### src/verilog/bmls_pkg.sv
// Constants shared by the burst level select and entry block
package bmls_pkg;

	// ****************************************************************
	// Clock and timing
	// ****************************************************************
	localparam int CLK_MHZ        = 25;
	localparam int SEL_TIME_NS    = 2000;
	localparam int SEL_CYCLES     = (SEL_TIME_NS * CLK_MHZ + 999) / 1000;
	localparam int BLANK_TIME_MS  = 20;
	localparam int BLANK_CYCLES   = BLANK_TIME_MS * CLK_MHZ * 1000;

	// ****************************************************************
	// Burst levels and current limit codes
	// ****************************************************************
	localparam logic [1:0] LVL_1     = 2'h1;
	localparam logic [1:0] LVL_2     = 2'h2;
	localparam logic [1:0] LVL_3     = 2'h3;
	localparam logic [1:0] LIM_FULL  = 2'h0;

	// ****************************************************************
	// Register offsets (byte addresses)
	// ****************************************************************
	localparam logic [3:0] OFS_CTRL   = 4'h0;
	localparam logic [3:0] OFS_STATUS = 4'h4;
	localparam logic [3:0] OFS_IRQ_ST = 4'h8;
	localparam logic [3:0] OFS_IRQ_MK = 4'hC;

	// ****************************************************************
	// Field positions and reset values
	// ****************************************************************
	localparam int CTRL_BURST_EN   = 0;
	localparam int ST_LEVEL_LO     = 0;
	localparam int ST_LATCH        = 2;
	localparam int ST_FLAG         = 3;
	localparam int ST_BIAS         = 4;
	localparam int ST_SEL_EN       = 5;
	localparam int ST_CURVE        = 6;
	localparam int IRQ_ENTER       = 0;
	localparam int IRQ_EXIT        = 1;
	localparam int IRQ_LATCHED     = 2;
	localparam logic       CTRL_RST = 1'h1;
	localparam logic [2:0] MASK_RST = 3'h0;

	// Burst control states
	typedef enum logic [1:0] {
		BMLS_NORMAL,
		BMLS_SLEEP,
		BMLS_ACTIVE
	} bmls_state_t;

endpackage : bmls_pkg

### src/verilog/bmls_sync.sv
// Two flip-flop synchroniser for a group of asynchronous levels
`timescale 1ns/1ps
module bmls_sync
	import bmls_pkg::*;
#(
	parameter int WIDTH = 1
) (
	input  wire logic             clk_i,
	input  wire logic             rst_i,
	input  wire logic [WIDTH-1:0] async_i,
	output logic      [WIDTH-1:0] sync_o
);

	logic [WIDTH-1:0] meta_q;

	// First stage feeds only the second stage
	always_ff @(posedge clk_i) begin
		if (rst_i) begin
			meta_q <= '0;
			sync_o <= '0;
		end else begin
			meta_q <= async_i;
			sync_o <= meta_q;
		end
	end

endmodule : bmls_sync

### src/verilog/bmls_tmr.sv
// Saturating run/clear counter used for the select timer and blanking
`timescale 1ns/1ps
module bmls_tmr
	import bmls_pkg::*;
#(
	parameter int LIMIT = 50
) (
	input  wire logic clk_i,
	input  wire logic rst_i,
	input  wire logic run_i,
	output logic      done_o
);

	localparam int W = $clog2(LIMIT + 1);
	localparam logic [W-1:0] LIM = W'(LIMIT);

	logic [W-1:0] cnt_q;

	// Counts while run is high, held at zero otherwise
	always_ff @(posedge clk_i) begin
		if (rst_i || !run_i) begin
			cnt_q <= '0;
		end else if (cnt_q != LIM) begin
			cnt_q <= cnt_q + W'(1);
		end
	end

	assign done_o = (cnt_q == LIM);
endmodule : bmls_tmr

### src/verilog/bmls_top.sv
// Burst level select, burst entry and burst control with Avalon registers
// Function
// - Pick compensation curve from switching time range
// - Decode feedback into burst levels one to three
// - Entry threshold select follows latched level
// - Burst current limit select follows latched level
// - Reference not good holds level latch cleared
// - Latch clear and off: select current on
// - At turn-on sample level and set latch
// - Latched level only changes at a new turn-on after reference loss
// - Two microsecond timer then reconnect feedback resistor
// - Blanking counter zero unless feedback below threshold
// - Enter burst after 20 ms blanking
// - Burst entry sets flag and cuts bias
// - Compensation curve applies in burst too
// - Blanking guards burst entry against short dips
// - Wake comparator restores bias, sleep comparator cuts
// - Above 4.0V leave burst, full limit
`timescale 1ns/1ps
module bmls_top
	import bmls_pkg::*;
#(
	parameter int BLANK_LIMIT = BLANK_CYCLES
) (
	input  wire logic        CLOCK_I,
	input  wire logic        RST_I,
	input  wire logic        REF_GOOD_I,
	input  wire logic        VCC_ON_I,
	input  wire logic        FB_ABOVE_REF1_I,
	input  wire logic        FB_ABOVE_4V0_I,
	input  wire logic        BURST_ENTRY_COMPARATOR_I,
	input  wire logic        BURST_WAKE_COMPARATOR_I,
	input  wire logic        BURST_SLEEP_COMPARATOR_I,
	input  wire logic        TON_LONG_I,
	input  wire logic [3:0]  AVS_ADDRESS_I,
	input  wire logic        AVS_READ_I,
	input  wire logic        AVS_WRITE_I,
	input  wire logic [31:0] AVS_WRITEDATA_I,
	output logic      [31:0] AVS_READDATA_O,
	output logic             AVS_WAITREQUEST_O,
	output logic      [1:0]  LEVEL_O,
	output logic      [1:0]  BURST_ENTRY_THRESHOLD_O,
	output logic      [1:0]  CS_LIMIT_SEL_O,
	output logic             SEL_CURRENT_EN_O,
	output logic             FB_RES_CONNECT_O,
	output logic             BIAS_EN_O,
	output logic             BURST_FLAG_O,
	output logic             COMP_CURVE_O,
	output logic             IRQ_O
);

	// ****************************************************************
	// Input synchronisation
	// ****************************************************************
	logic [7:0]  raw_in;
	logic [7:0]  syn;
	logic        ref_good_s;
	logic        vcc_on_s;
	logic        above_ref1_s;
	logic        above_4v0_s;
	logic        entry_low_s;
	logic        wake_s;
	logic        sleep_s;
	logic        ton_long_s;

	assign raw_in = {TON_LONG_I, BURST_SLEEP_COMPARATOR_I,
		BURST_WAKE_COMPARATOR_I, BURST_ENTRY_COMPARATOR_I,
		FB_ABOVE_4V0_I, FB_ABOVE_REF1_I, VCC_ON_I, REF_GOOD_I};

	// Every analog indication passes two flops first
	bmls_sync #(.WIDTH(8)) u_sync (
		.clk_i   (CLOCK_I),
		.rst_i   (RST_I),
		.async_i (raw_in),
		.sync_o  (syn)
	);

	assign ref_good_s   = syn[0];
	assign vcc_on_s     = syn[1];
	assign above_ref1_s = syn[2];
	assign above_4v0_s  = syn[3];
	assign entry_low_s  = syn[4];
	assign wake_s       = syn[5];
	assign sleep_s      = syn[6];
	assign ton_long_s   = syn[7];

	// Decode the two level comparators into a burst level
	function automatic logic [1:0] lvl_decode(input logic hi,
			input logic mid);
		if (hi) begin
			lvl_decode = LVL_3;
		end else if (mid) begin
			lvl_decode = LVL_2;
		end else begin
			lvl_decode = LVL_1;
		end
	endfunction : lvl_decode

	// ****************************************************************
	// Level detection latch and select current
	// ****************************************************************
	logic        vcc_on_d_q;
	logic        vcc_rise;
	logic        latch_q;
	logic [1:0]  level_q;
	logic        sel_en_q;
	logic        fb_res_q;
	logic        sel_done;

	assign vcc_rise = vcc_on_s && !vcc_on_d_q;

	// Turn-on edge detector
	always_ff @(posedge CLOCK_I) begin
		if (RST_I) begin
			vcc_on_d_q <= 1'h0;
		end else begin
			vcc_on_d_q <= vcc_on_s;
		end
	end

	// Level is caught at each turn-on with the latch clear and then frozen
	always_ff @(posedge CLOCK_I) begin
		if (RST_I) begin
			latch_q <= 1'h0;
			level_q <= LVL_1;
		end else if (!ref_good_s) begin
			latch_q <= 1'h0;
		end else if (vcc_rise && !latch_q) begin
			latch_q <= 1'h1;
			level_q <= lvl_decode(above_4v0_s, above_ref1_s);
		end
	end

	// Select current timer starts with the latch
	bmls_tmr #(.LIMIT(SEL_CYCLES)) u_sel_tmr (
		.clk_i  (CLOCK_I),
		.rst_i  (RST_I),
		.run_i  (latch_q && sel_en_q),
		.done_o (sel_done)
	);

	// Select current replaces the feedback resistor until timer ends
	always_ff @(posedge CLOCK_I) begin
		if (RST_I) begin
			sel_en_q <= 1'h0;
			fb_res_q <= 1'h1;
		end else if (!latch_q && !vcc_on_s) begin
			sel_en_q <= 1'h1;
			fb_res_q <= 1'h0;
		end else if (sel_done) begin
			sel_en_q <= 1'h0;
			fb_res_q <= 1'h1;
		end
	end

	// ****************************************************************
	// Blanking and burst control
	// ****************************************************************
	bmls_state_t state_q;
	bmls_state_t state_d;
	logic        burst_en_q;
	logic        blank_done;
	logic        blank_run;
	logic        enter;
	logic        leave;

	// Counter only runs in normal mode with feedback below threshold
	assign blank_run = (state_q == BMLS_NORMAL) && entry_low_s
		&& burst_en_q && latch_q;

	bmls_tmr #(.LIMIT(BLANK_LIMIT)) u_blank (
		.clk_i  (CLOCK_I),
		.rst_i  (RST_I),
		.run_i  (blank_run),
		.done_o (blank_done)
	);

	assign enter = blank_run && blank_done;
	assign leave = (state_q != BMLS_NORMAL) && above_4v0_s;

	// Next burst state, exit has priority over wake
	always_comb begin
		state_d = state_q;
		unique case (state_q)
			BMLS_NORMAL: begin
				if (enter) begin
					state_d = BMLS_SLEEP;
				end
			end
			BMLS_SLEEP: begin
				if (leave) begin
					state_d = BMLS_NORMAL;
				end else if (wake_s) begin
					state_d = BMLS_ACTIVE;
				end
			end
			BMLS_ACTIVE: begin
				if (leave) begin
					state_d = BMLS_NORMAL;
				end else if (sleep_s) begin
					state_d = BMLS_SLEEP;
				end
			end
		endcase
	end

	// Burst state register
	always_ff @(posedge CLOCK_I) begin
		if (RST_I) begin
			state_q <= BMLS_NORMAL;
		end else begin
			state_q <= state_d;
		end
	end

	// Flag, bias and limit outputs follow the next state
	always_ff @(posedge CLOCK_I) begin
		if (RST_I) begin
			BURST_FLAG_O   <= 1'h0;
			BIAS_EN_O      <= 1'h1;
			CS_LIMIT_SEL_O <= LIM_FULL;
		end else begin
			BURST_FLAG_O   <= (state_d != BMLS_NORMAL);
			BIAS_EN_O      <= (state_d != BMLS_SLEEP);
			CS_LIMIT_SEL_O <= (state_d == BMLS_NORMAL) ? LIM_FULL
				: level_q;
		end
	end

	// Threshold selects, curve select and pin controls
	always_ff @(posedge CLOCK_I) begin
		if (RST_I) begin
			LEVEL_O                 <= LVL_1;
			BURST_ENTRY_THRESHOLD_O <= LVL_1;
			COMP_CURVE_O            <= 1'h0;
			SEL_CURRENT_EN_O        <= 1'h0;
			FB_RES_CONNECT_O        <= 1'h1;
		end else begin
			LEVEL_O                 <= level_q;
			BURST_ENTRY_THRESHOLD_O <= level_q;
			COMP_CURVE_O            <= ton_long_s;
			SEL_CURRENT_EN_O        <= sel_en_q;
			FB_RES_CONNECT_O        <= fb_res_q;
		end
	end

	// ****************************************************************
	// Avalon-MM slave, one wait state per access
	// ****************************************************************
	logic [2:0]  irq_st_q;
	logic [2:0]  irq_mk_q;
	logic [2:0]  irq_set;
	logic        acc;
	logic        wr_go;

	assign acc   = AVS_READ_I || AVS_WRITE_I;
	assign wr_go = AVS_WRITE_I && !AVS_WAITREQUEST_O;

	// Waitrequest drops for one cycle, the cycle after a request
	always_ff @(posedge CLOCK_I) begin
		if (RST_I) begin
			AVS_WAITREQUEST_O <= 1'h1;
		end else begin
			AVS_WAITREQUEST_O <= !(acc && AVS_WAITREQUEST_O);
		end
	end

	// Read data captured with the waitrequest release
	always_ff @(posedge CLOCK_I) begin
		if (RST_I) begin
			AVS_READDATA_O <= 32'h0;
		end else if (AVS_READ_I && AVS_WAITREQUEST_O) begin
			unique case (AVS_ADDRESS_I)
				OFS_CTRL:   AVS_READDATA_O <= {31'h0, burst_en_q};
				OFS_STATUS: AVS_READDATA_O <= {25'h0, COMP_CURVE_O,
					sel_en_q, BIAS_EN_O, BURST_FLAG_O, latch_q, level_q};
				OFS_IRQ_ST: AVS_READDATA_O <= {29'h0, irq_st_q};
				OFS_IRQ_MK: AVS_READDATA_O <= {29'h0, irq_mk_q};
				default:    AVS_READDATA_O <= 32'h0;
			endcase
		end
	end

	// Control and mask registers
	always_ff @(posedge CLOCK_I) begin
		if (RST_I) begin
			burst_en_q <= CTRL_RST;
			irq_mk_q   <= MASK_RST;
		end else if (wr_go && AVS_ADDRESS_I == OFS_CTRL) begin
			burst_en_q <= AVS_WRITEDATA_I[CTRL_BURST_EN];
		end else if (wr_go && AVS_ADDRESS_I == OFS_IRQ_MK) begin
			irq_mk_q <= AVS_WRITEDATA_I[2:0];
		end
	end

	// ****************************************************************
	// Interrupts: sticky events, write one to clear, set wins
	// ****************************************************************
	always_comb begin
		irq_set = 3'h0;
		irq_set[IRQ_ENTER]   = enter;
		irq_set[IRQ_EXIT]    = leave;
		irq_set[IRQ_LATCHED] = ref_good_s && vcc_rise && !latch_q;
	end

	// Status bits
	always_ff @(posedge CLOCK_I) begin
		if (RST_I) begin
			irq_st_q <= 3'h0;
		end else if (wr_go && AVS_ADDRESS_I == OFS_IRQ_ST) begin
			irq_st_q <= (irq_st_q & ~AVS_WRITEDATA_I[2:0]) | irq_set;
		end else begin
			irq_st_q <= irq_st_q | irq_set;
		end
	end

	// Level interrupt output
	always_ff @(posedge CLOCK_I) begin
		if (RST_I) begin
			IRQ_O <= 1'h0;
		end else begin
			IRQ_O <= |(irq_st_q & irq_mk_q);
		end
	end
endmodule : bmls_top

### config.mk
export PLATFORM = sky130hd
export DESIGN_NAME = bmls_top
export DESIGN_NICKNAME = d
export VERILOG_FILES = /design/src/verilog/bmls_pkg.sv /design/src/verilog/bmls_sync.sv /design/src/verilog/bmls_tmr.sv /design/src/verilog/bmls_top.sv
export SDC_FILE = /design/constraint.sdc
export NUM_CORES = 1
export LEC_CHECK = 0
export ABC_CLOCK_PERIOD_IN_PS = 3400
export CAP_MARGIN = 20
export CORE_AREA = 2 2 116 118
export DETAILED_ROUTE_END_ITERATION = 10
export DIE_AREA = 0 0 118 120
export DONT_BUFFER_PORTS = 1
export SETUP_SLACK_MARGIN = 0.1
export SLEW_MARGIN = 10
export SYNTH_ARGS = -nofsm -noshare
export SYNTH_HDL_FRONTEND = slang
export SYNTH_SLANG_ARGS = --single-unit
export TNS_END_PERCENT = 20
### constraint.sdc
create_clock -name CLOCK_I -period 3.4 [get_ports CLOCK_I]
set_clock_uncertainty 0.1 [all_clocks]
set_input_delay 0.34 -clock CLOCK_I [delete_from_list [all_inputs] [get_ports CLOCK_I]]
set_output_delay 0.34 -clock CLOCK_I [all_outputs]
set_load 0.005 [all_outputs]
==> flow_summary.yaml, run 1 <==
outcome:
  status: "completed"
route:
  dr.first_iter.drc_count: 136
  antenna_left: 0
  remaining_drc_errors: 0
  detail_route.wl_per_cell_um: 12.4
  route.vias.total: 2225
  first_pass_iters: 4
  via_per_inst: 4.30
  wirelength_um: 6450
setup_path:
  arrival_ns: 1.99
  crit_slowest_cell: "nor4b_1"
  critPathCaptureType: "register"
  reg2reg_to: "CS_LIMIT_SEL_O[1]"
  slowest_delay_ns: 0.40
  r2r-start: "u_blank.cnt_q[4]"
  r2r_setup_slack_ns: 1.51
  endpoint: "CS_LIMIT_SEL_O[1]"
  r2r_cells: 4
  worstSetupPathType: "register to register"
  cp_cell_sequence: "nor4b_1 -> and3_1 -> nand3_1 -> a311oi_1"
  crit_path_max_fanout: 6
  cp-start-kind: "register"
  startpoint: "u_blank.cnt_q[4]"
  required_ns: 3.50
grt:
  grt_usage_pct: 9.49
  grt_pass1_wl_um: 10500
  grt_max_degree: 41
  grt.overflow.total: 0
  antenna_found_initial: 3
  grt_pass1_vias: 2188
placed_design:
  place_inst: 499
  place_hpwl_um: 4640
  dp_slack_ns: 1.49
  gp_congestion: 0.805
  port_buffers: 0
cts:
  cts.sinks: 74
  insertion_delay_ns: 0.33
  cts_buffer_depth: 2
  cts_buffers: 9
  cts.clk_slew.worst_paths_ns: 0.05
  ctsResizeCount: 0
  tritoncts: "yes"
  cts-root-buf: "clkbuf_16"
  cts-htree-levels: 3
synthesis:
  syn_avg_cell_area_um2: 9.50
  synthCells: 334
  synth_edf_count: 0
  synth.area.top_cells: "dfxtp_1 47%, buf_4 6.6%, nor2_1 4.4%, nor2b_1 4.3%, ha_1 2.8%"
  synth_top_cell_by_area: "dfxtp_1"
  synthFlopType: "dfxtp_1"
  synth_seq_area_share_pct: 46.7
  synth_seq_cells: 74
  syn-cell-area_um2: 3170
  synth_top_area_share_pct: 46.7
  yosysUniqueCellTypes: 52
  synthArstFlopShare_pct: 0
  yosysWarnings: 0
cells_and_area:
  seq_area_um2: 1480
  syn2layout_area_growth_pct: 14.0
  multi_input_area_um2: 1500
  drive_above_1_share_pct: 9.14
  stdcell_count: 518
  nets: 390
  fill_cells: 1379
  layout_common_cells: "74 x dfxtp_1, 37 x nor2_1, 25 x conb_1"
  layout_commonest_cell: "dfxtp_1"
sta:
  fin_setup_tns_ns: 0
  worst_pin_slew_ns: 0.669
  rsz0062_at_grt: "false"
  fmax_ghz: 0.530
  maxSlewViolCount: 0
  period_minus_slack_ns: 1.89
  fin_ws_ns: 1.51
  hold_violations: 0
  whs_ns: 0.0144
  period_share_pct: 55.5
  relSlewSlack_pct: 55.3
  final-setup-viol-count: 0
die:
  start_util_pct: 24.5
  chipWidth_um: 118
  die_area_um2: 14200
  ios: 93
  die_h_um: 120
  num_rows: 42
  core_um2: 13000
job:
  drv_cap: 0
power_and_ir_drop:
  power.density_nw_per_um2: 556
  p_total_w: 0.00201
  ir_worst_vdd_mv: 0.248
  p_leak_nw: 1.30
worst_hold_path:
  min_path_type: "primary input to register"
critical path, delay by kind of cell (launching register included):
kind               cells  cell delay, ns
and+or+nand+nor        3            0.93
DFF                    1            0.36
AOI/OAI and AO/OA      1            0.38
Yosys cell counts, types with 2 or more instances:
master	count
xnor2_1	8
xor2_1	9
or2_2	3
nand3_1	12
dfxtp_1	74
and4bb_2	3
mux2_2	2
nor3_1	5
a31oi_1	2
ha_1	7
nand4_1	10
nor4_1	2
nor2b_1	22
and3_1	8
clkbuf_1	7
or4_1	2
inv_1	12
a21oi_1	12
nor4b_1	3
buf_4	28
o31ai_1	2
nand2b_1	3
and4_1	3
o211ai_1	3
mux2i_1	4
a22o_1	2
a22oi_1	7
nor2_1	37
nor3b_1	3
a311oi_1	2
nand2_1	12
o21ai_0	5
registers in the layout, indices dropped and copies added, names as in the netlist, 2 cells and up:
| register | flops |
|---|---|
| level_q | 2 |
| irq_st_q | 3 |
| u_blank.cnt_q | 19 |
| irq_mk_q | 3 |
| u_sync.sync_o | 8 |
| u_sel_tmr.cnt_q | 6 |
| state_q | 2 |
| u_sync.meta_q | 8 |
| CS_LIMIT_SEL_O | 2 |
| BURST_ENTRY_THRESHOLD_O | 2 |
| AVS_READDATA_O | 7 |
where the power goes:
part	internal [W]	leakage [nW]	switching, W
logic	0.0000166	0.537	0.0000262
registers	0.000883	0.602	0.00000792
clock network	0.000731	0.165	0.000348
total	0.00163	1.30	0.000382
logic make-up (layout without fill, tap and decap cells):
logic type / after synthesis / after routing / share of synthesized area, %
muxes: 7 / 7 / 2.68
DFF: 74 / 74 / 46.7
other: 1 / 28 / 0.118
xor gates and xnor gates: 17 / 17 / 4.69
buffers and inverters: 48 / 29 / 9.03
adders and majority gates: 7 / 7 / 2.76
AOI/OAI and AO/OA: 42 / 42 / 8.99
and+or+nand+nor: 138 / 138 / 25.1
timing repair:
action                    in CTS  in global routing
hold endpoints to repair      40                  0
hold buffers                   1                  0
buffers inserted               0                  0
routing by layer:
layer	up-vias	global-route usage, %	share of wire (%)
met3	7	4.23	7.6
met2	62	15.1	47
met1	1032	10.8	44
met4	0	4.82	1.5
li1	1124	-	-
met5	-	0	0
final cells by class:
cell class,count,share of cell area [%]
inverter,12,1.24
tap,176,6.08
timing repair buffer,2,0.760
antenna,3,0.207
multi-input combinational,236,41.3
clock inverter,5,2.83
clock buffer,10,6.60
sequential,74,40.9
worst min-delay path by stage:
stage                    start                end  slack [ns]  depth (start not counted)
floorplan             fb_res_q   FB_RES_CONNECT_O        0.31                          1
global placement         RST_I   u_sync.sync_o[7]        0.32                          1
detailed placement       RST_I   u_sync.meta_q[7]        0.32                          1
CTS                 AVS_READ_I  AVS_WAITREQUEST_O        0.01                          1
global route             RST_I  CS_LIMIT_SEL_O[1]       0.009                          1
finish                   RST_I  CS_LIMIT_SEL_O[1]        0.01                          1
metrics by stage:
step                utilization [%]  instance area [um^2]
floorplan                         -                  3260
global placement               25.0                  3250
detailed placement             25.0                  3250
CTS                            27.8                  3610
global route                   27.9                  3620
finish                         27.9                  3620
Note: power is estimated with default switching activity, not from simulation.
==> inputs of run 2 (changes only) <==
- ABC_CLOCK_PERIOD_IN_PS: 3400 -> 1600
- clock period: 3.4 -> 1.6 ns (I/O delays scaled with it)
==> flow_summary.yaml, run 2 (same netlist as run 1, synthesis figures left out) <==
outcome:
  status: "completed"
cts:
  cts.clk_slew.worst_paths_ns: 0.06
  tritoncts: "yes"
  cts_buffers: 9
  cts.sinks: 74
  insertion_delay_ns: 0.33
  cts_buffer_depth: 2
  cts-htree-levels: 3
  cts-root-buf: "clkbuf_16"
placed_design:
  port_buffers: 0
  place_hpwl_um: 4860
  gp_congestion: 0.812
  place_inst: 525
setup_path:
  critPathCaptureType: "register"
  worstSetupPathType: "register to register"
  cp-start-kind: "register"
  arrival_ns: 1.73
  crit_path_max_fanout: 5
  required_ns: 1.73
  r2r_setup_slack_ns: 0.01
cells_and_area:
  drive_above_1_share_pct: 28.4
  multi_input_area_um2: 1690
  regMostFlops: "u_blank.cnt_q"
  stdcell_count: 560
  largest_reg_flops: 19
  fill_cells: 1330
  final_core_util_pct: 32.3
  syn2layout_area_growth_pct: 32.1
  layout_commonest_cell: "dfxtp_1"
  seq_area_um2: 1510
  nets: 435
  antenna_cells: 0
  reg_top3: "u_blank.cnt_q x19, u_sync.meta_q x8, u_sync.sync_o x8"
  layout_common_cells: "60 x dfxtp_1, 36 x nor2_1, 27 x buf_4"
sta:
  fin_setup_tns_ns: 0
  fmax_ghz: 0.629
  rsz0062_at_grt: "true"
  maxSlewViolCount: 0
  whs_ns: 0.0164
  final-setup-viol-count: 0
  period_share_pct: 99.4
  period_minus_slack_ns: 1.59
  hold_violations: 0
route:
  route.vias.total: 2450
  via_per_inst: 4.38
  wirelength_um: 7120
  remaining_drc_errors: 0
  first_pass_iters: 4
  detail_route.wl_per_cell_um: 12.7
  dr.first_iter.drc_count: 118
  antenna_left: 0
power_and_ir_drop:
  ir_worst_vdd_mv: 0.462
  power.density_nw_per_um2: 952
  p_leak_nw: 1.57
die:
  num_rows: 42
  die_h_um: 120
  chipWidth_um: 118
  core_um2: 13000
  start_util_pct: 24.5
  ios: 93
  die_area_um2: 14200
job:
  drv_cap: 0
grt:
  grt_pass1_vias: 2416
  antenna_found_initial: 0
  grt_pass1_wl_um: 11400
  grt_usage_pct: 10.1
  grt.overflow.total: 0
  grt_max_degree: 46
worst_hold_path:
  min_path_type: "primary input to register"
-- run 2: layout make-up --
cell class | count | area share, %
multi-input cells | 236 | 40.4
flip-flops and latches | 74 | 36.1
repair buffers | 47 | 10.2
clock buffers | 9 | 5.37
well taps | 176 | 5.25
clock inverters | 6 | 1.64
inverters | 12 | 1.07
-- run 2: per-layer routing --
| layer | part of all wire [%] | vias to the layer above | track usage (%) | routed length [um] |
|---|---|---|---|---|
| li1 | - | 1209 | - | - |
| met1 | 45 | 1168 | 12.1 | 3230 |
| met2 | 48 | 62 | 16.4 | 3440 |
| met3 | 4.4 | 11 | 2.99 | 312 |
| met4 | 2.0 | 0 | 5.50 | 141 |
| met5 | 0 | - | 0 | 0 |
-- run 2: timing repair --
action | 4_1_cts | 5_1_grt
setup endpoints to repair | 13 | 21
resized for setup | 21 | 38
buffers inserted | 0 | 4
hold buffers | 16 | 0
endpoints found under the hold margin | 47 | 0
cloned | 0 | 0
pin swaps | 4 | 19
-- run 2: through the flow --
stage | power [W] | area [um^2] | setup slack [ns]
after global routing | 0.00415 | 4190 | -0.0568
after floorplan | 0.00205 | 3290 | 0.0720
after CTS | 0.00405 | 4010 | 0.0287
after detailed placement | 0.00201 | 3480 | -0.113
after global placement | 0.00201 | 3480 | -0.0779
final | 0.00399 | 4190 | 0.00960
-- run 2: power breakdown --
group	internal [W]	leakage (nW)	switching [W]
logic	0.0000642	0.819	0.0000692
clock network	0.00120	0.141	0.000773
registers	0.00187	0.611	0.0000178
-- run 2: final timing paths --
| check | start | end | cells past startpoint |
|---|---|---|---|
| worst max-delay path | u_blank.cnt_q[1] | CS_LIMIT_SEL_O[0] | 6 |
| worst min-delay path | RST_I | BURST_ENTRY_THRESHOLD_O[1] | 2 |
| worst max register to register | u_blank.cnt_q[1] | CS_LIMIT_SEL_O[0] | 6 |
| worst min register to register | u_sync.sync_o[7] | COMP_CURVE_O | 1 |
-- run 2: critical path: stages (launching register included) --
cell	delay, ns
dfxtp_4	0.36
inv_2	0.07
ha_4	0.12
and4bb_2	0.22
and3_4	0.22
nand3_4	0.10
a311oi_2	0.30
==> inputs of run 3 (changes only) <==
- ABC_AREA: default -> 1
- CORE_AREA: 2 2 116 118 -> 2 2 117 119
- DIE_AREA: 0 0 118 120 -> 0 0 119 121
==> flow_summary.yaml, run 3 <==
die:
  die_h_um: 121
  start_util_pct: 24.7
  num_rows: 42
  ios: 93
  die_area_um2: 14400
  chipWidth_um: 119
  core_um2: 13100
power_and_ir_drop:
  ir_worst_vdd_mv: 0.472
  power.density_nw_per_um2: 946
  p_leak_nw: 1.67
  p_total_w: 0.00390
route:
  route.vias.total: 2650
  wirelength_um: 7010
  first_pass_iters: 4
  detail_route.wl_per_cell_um: 10.8
  dr.first_iter.drc_count: 133
  antenna_left: 0
  via_per_inst: 4.08
  remaining_drc_errors: 0
synthesis:
  syn_avg_cell_area_um2: 7.64
  synth_top_area_share_pct: 45.9
  yosys-top-cells-count: "74 x dfxtp_1, 70 x nand2_1, 57 x inv_1, 53 x nor2_1, 33 x a21oi_1"
  synth_top_cell_by_area: "dfxtp_1"
  synth_edf_count: 0
  yosysMostFrequentCell: "dfxtp_1"
  synth_seq_area_share_pct: 45.9
  synthFlopType: "dfxtp_1"
  synthCells: 423
  synth_seq_cells: 74
  yosysUniqueCellTypes: 30
  syn-cell-area_um2: 3230
  yosysWarnings: 0
  synthArstFlopShare_pct: 0
  synth.area.top_cells: "dfxtp_1 46%, nand2_1 8.1%, inv_1 6.6%, buf_4 6.3%, nor2_1 6.2%"
placed_design:
  place_inst: 614
  place_hpwl_um: 5000
  gp_congestion: 0.819
  port_buffers: 0
sta:
  final-setup-viol-count: 1
  fmax_ghz: 0.621
  maxSlewViolCount: 0
  whs_ns: 0.00931
  fin_ws_ns: -0.0100
  period_share_pct: 101
  hold_violations: 0
  period_minus_slack_ns: 1.61
  rsz0062_at_grt: "true"
worst_hold_path:
  min_path_type: "primary input to register"
  hold_depth: 3
  hp-start: "AVS_ADDRESS_I[0]"
  holdPathEnd: "burst_en_q"
cells_and_area:
  stdcell_count: 650
  layout_common_cells: "70 x dfxtp_1, 63 x nand2_1, 52 x inv_1"
  syn2layout_area_growth_pct: 27.6
  antenna_cells: 0
  layout_commonest_cell: "dfxtp_1"
  regMostFlops: "u_blank.cnt_q"
  largest_reg_flops: 19
  reg_top3: "u_blank.cnt_q x19, u_sync.meta_q x8, u_sync.sync_o x8"
  nets: 524
  final_core_util_pct: 31.5
  drive_above_1_share_pct: 21.3
grt:
  antenna_found_initial: 0
  grt_pass1_vias: 2522
  grt_pass1_wl_um: 11500
  grt_usage_pct: 10.0
  grt.overflow.total: 0
  grt_max_degree: 36
cts:
  cts.clk_slew.worst_paths_ns: 0.06
  cts_buffers: 9
  cts_buffer_depth: 2
  tritoncts: "yes"
  insertion_delay_ns: 0.33
  cts.sinks: 74
  cts-root-buf: "clkbuf_16"
  cts-htree-levels: 3
setup_path:
  critPathCaptureType: "register"
  worstSetupPathType: "register to register"
  reg2reg_to: "u_blank.cnt_q[10]"
  crit_path_max_fanout: 4
  r2r-start: "u_blank.cnt_q[1]"
  arrival_ns: 1.77
  cp-start-kind: "register"
  r2r_setup_slack_ns: -0.01
  r2r_cells: 10
  required_ns: 1.76
outcome:
  status: "complete, but fails checks"
  violations: "setup timing"
job:
  drv_cap: 0
-- run 3: changes by cell type in the layout (fill, tap and decap cells not counted), sizes merged, moves of 11 or more --
| cell | previous run | this run |
|---|---|---|
| a21oi | 12 | 35 |
| nand2 | 12 | 73 |
| o21ai | 5 | 16 |
| inv | 12 | 65 |
| nor2b | 22 | 0 |
| nor2 | 37 | 58 |
-- run 3: timing repair --
action,in CTS,in global routing
endpoints found under the hold margin,43,0
gates cloned,0,0
hold buffers,15,0
pin swaps,2,11
setup buffers,1,4
setup endpoints to repair,19,25
resized for setup,7,32
-- run 3: worst max-delay path by stage --
stage               slack, ns        startpoint                end
floorplan                 0.1        state_q[0]  u_blank.cnt_q[11]
global placement         0.01  u_blank.cnt_q[0]  CS_LIMIT_SEL_O[1]
detailed placement      -0.04  u_blank.cnt_q[0]  CS_LIMIT_SEL_O[1]
CTS                     -0.01  u_blank.cnt_q[1]  u_blank.cnt_q[10]
finish                  -0.01  u_blank.cnt_q[1]  u_blank.cnt_q[10]
global route            -0.11  u_blank.cnt_q[0]       BURST_FLAG_O
-- run 3: area by class of cell --
type / count / area (um^2)
Clock inverter: 4 / 26.3
Tap cell: 176 / 220
Clock buffer: 12 / 256
Sequential cell: 74 / 1490
Inverter: 65 / 246
Timing Repair Buffer: 45 / 398
Multi-Input combinational cell: 274 / 1480
Fill cell: 1399 / 8960
-- run 3: kinds of logic (layout without fill, tap and decap cells) --
logic type	after synthesis	in the layout	share of synthesized area (%)
AOI/OAI and AO/OA	59	59	9.99
xor gates and xnor gates	5	5	1.36
adders and majority gates	7	7	2.71
buffers and inverters	99	126	14.6
DFF	74	74	45.9
other	1	25	0.116
and+or+nand+nor	178	178	25.3
-- run 3: per-layer routing --
metal  wire [um]  global-route usage, %  vias up  share of wire [%]
li1            -                      -     1376                  -
met1        3210                   12.2     1199                 46
met2        3330                   16.1       66                 48
met3         350                   3.20        9                5.0
met4         108                   4.54        0                1.5
met5           0                      0        -                  0
-- run 3: power by group --
group	leakage (nW)	internal, W	switching (W)
sequential	0.605	0.00188	0.0000211
clock	0.139	0.00113	0.000731
combinational	0.931	0.0000536	0.0000857
-- run 3: through the flow --
step,TNS [ns],cell area (um^2),setup slack [ns]
6_report,-0.0100,4120,-0.0100
5_1_grt,-1.00,4120,-0.113
4_1_cts,-0.0166,3990,-0.0120
3_5_place_dp,-0.103,3520,-0.0360
3_3_place_gp,0,3520,0.0117
2_1_floorplan,0,3330,0.0971
-- run 3: critical path, cell delays in order, from the launching register on --
cell and delay (ns):
dfxtp_4 0.37, ha_4 0.14, nand2_2 0.06, inv_2 0.07, nand2_2 0.06, nor2_4 0.13, nand2_4 0.08, nor2_4 0.13
inv_2 0.06, or2_1 0.22, a21oi_2 0.11
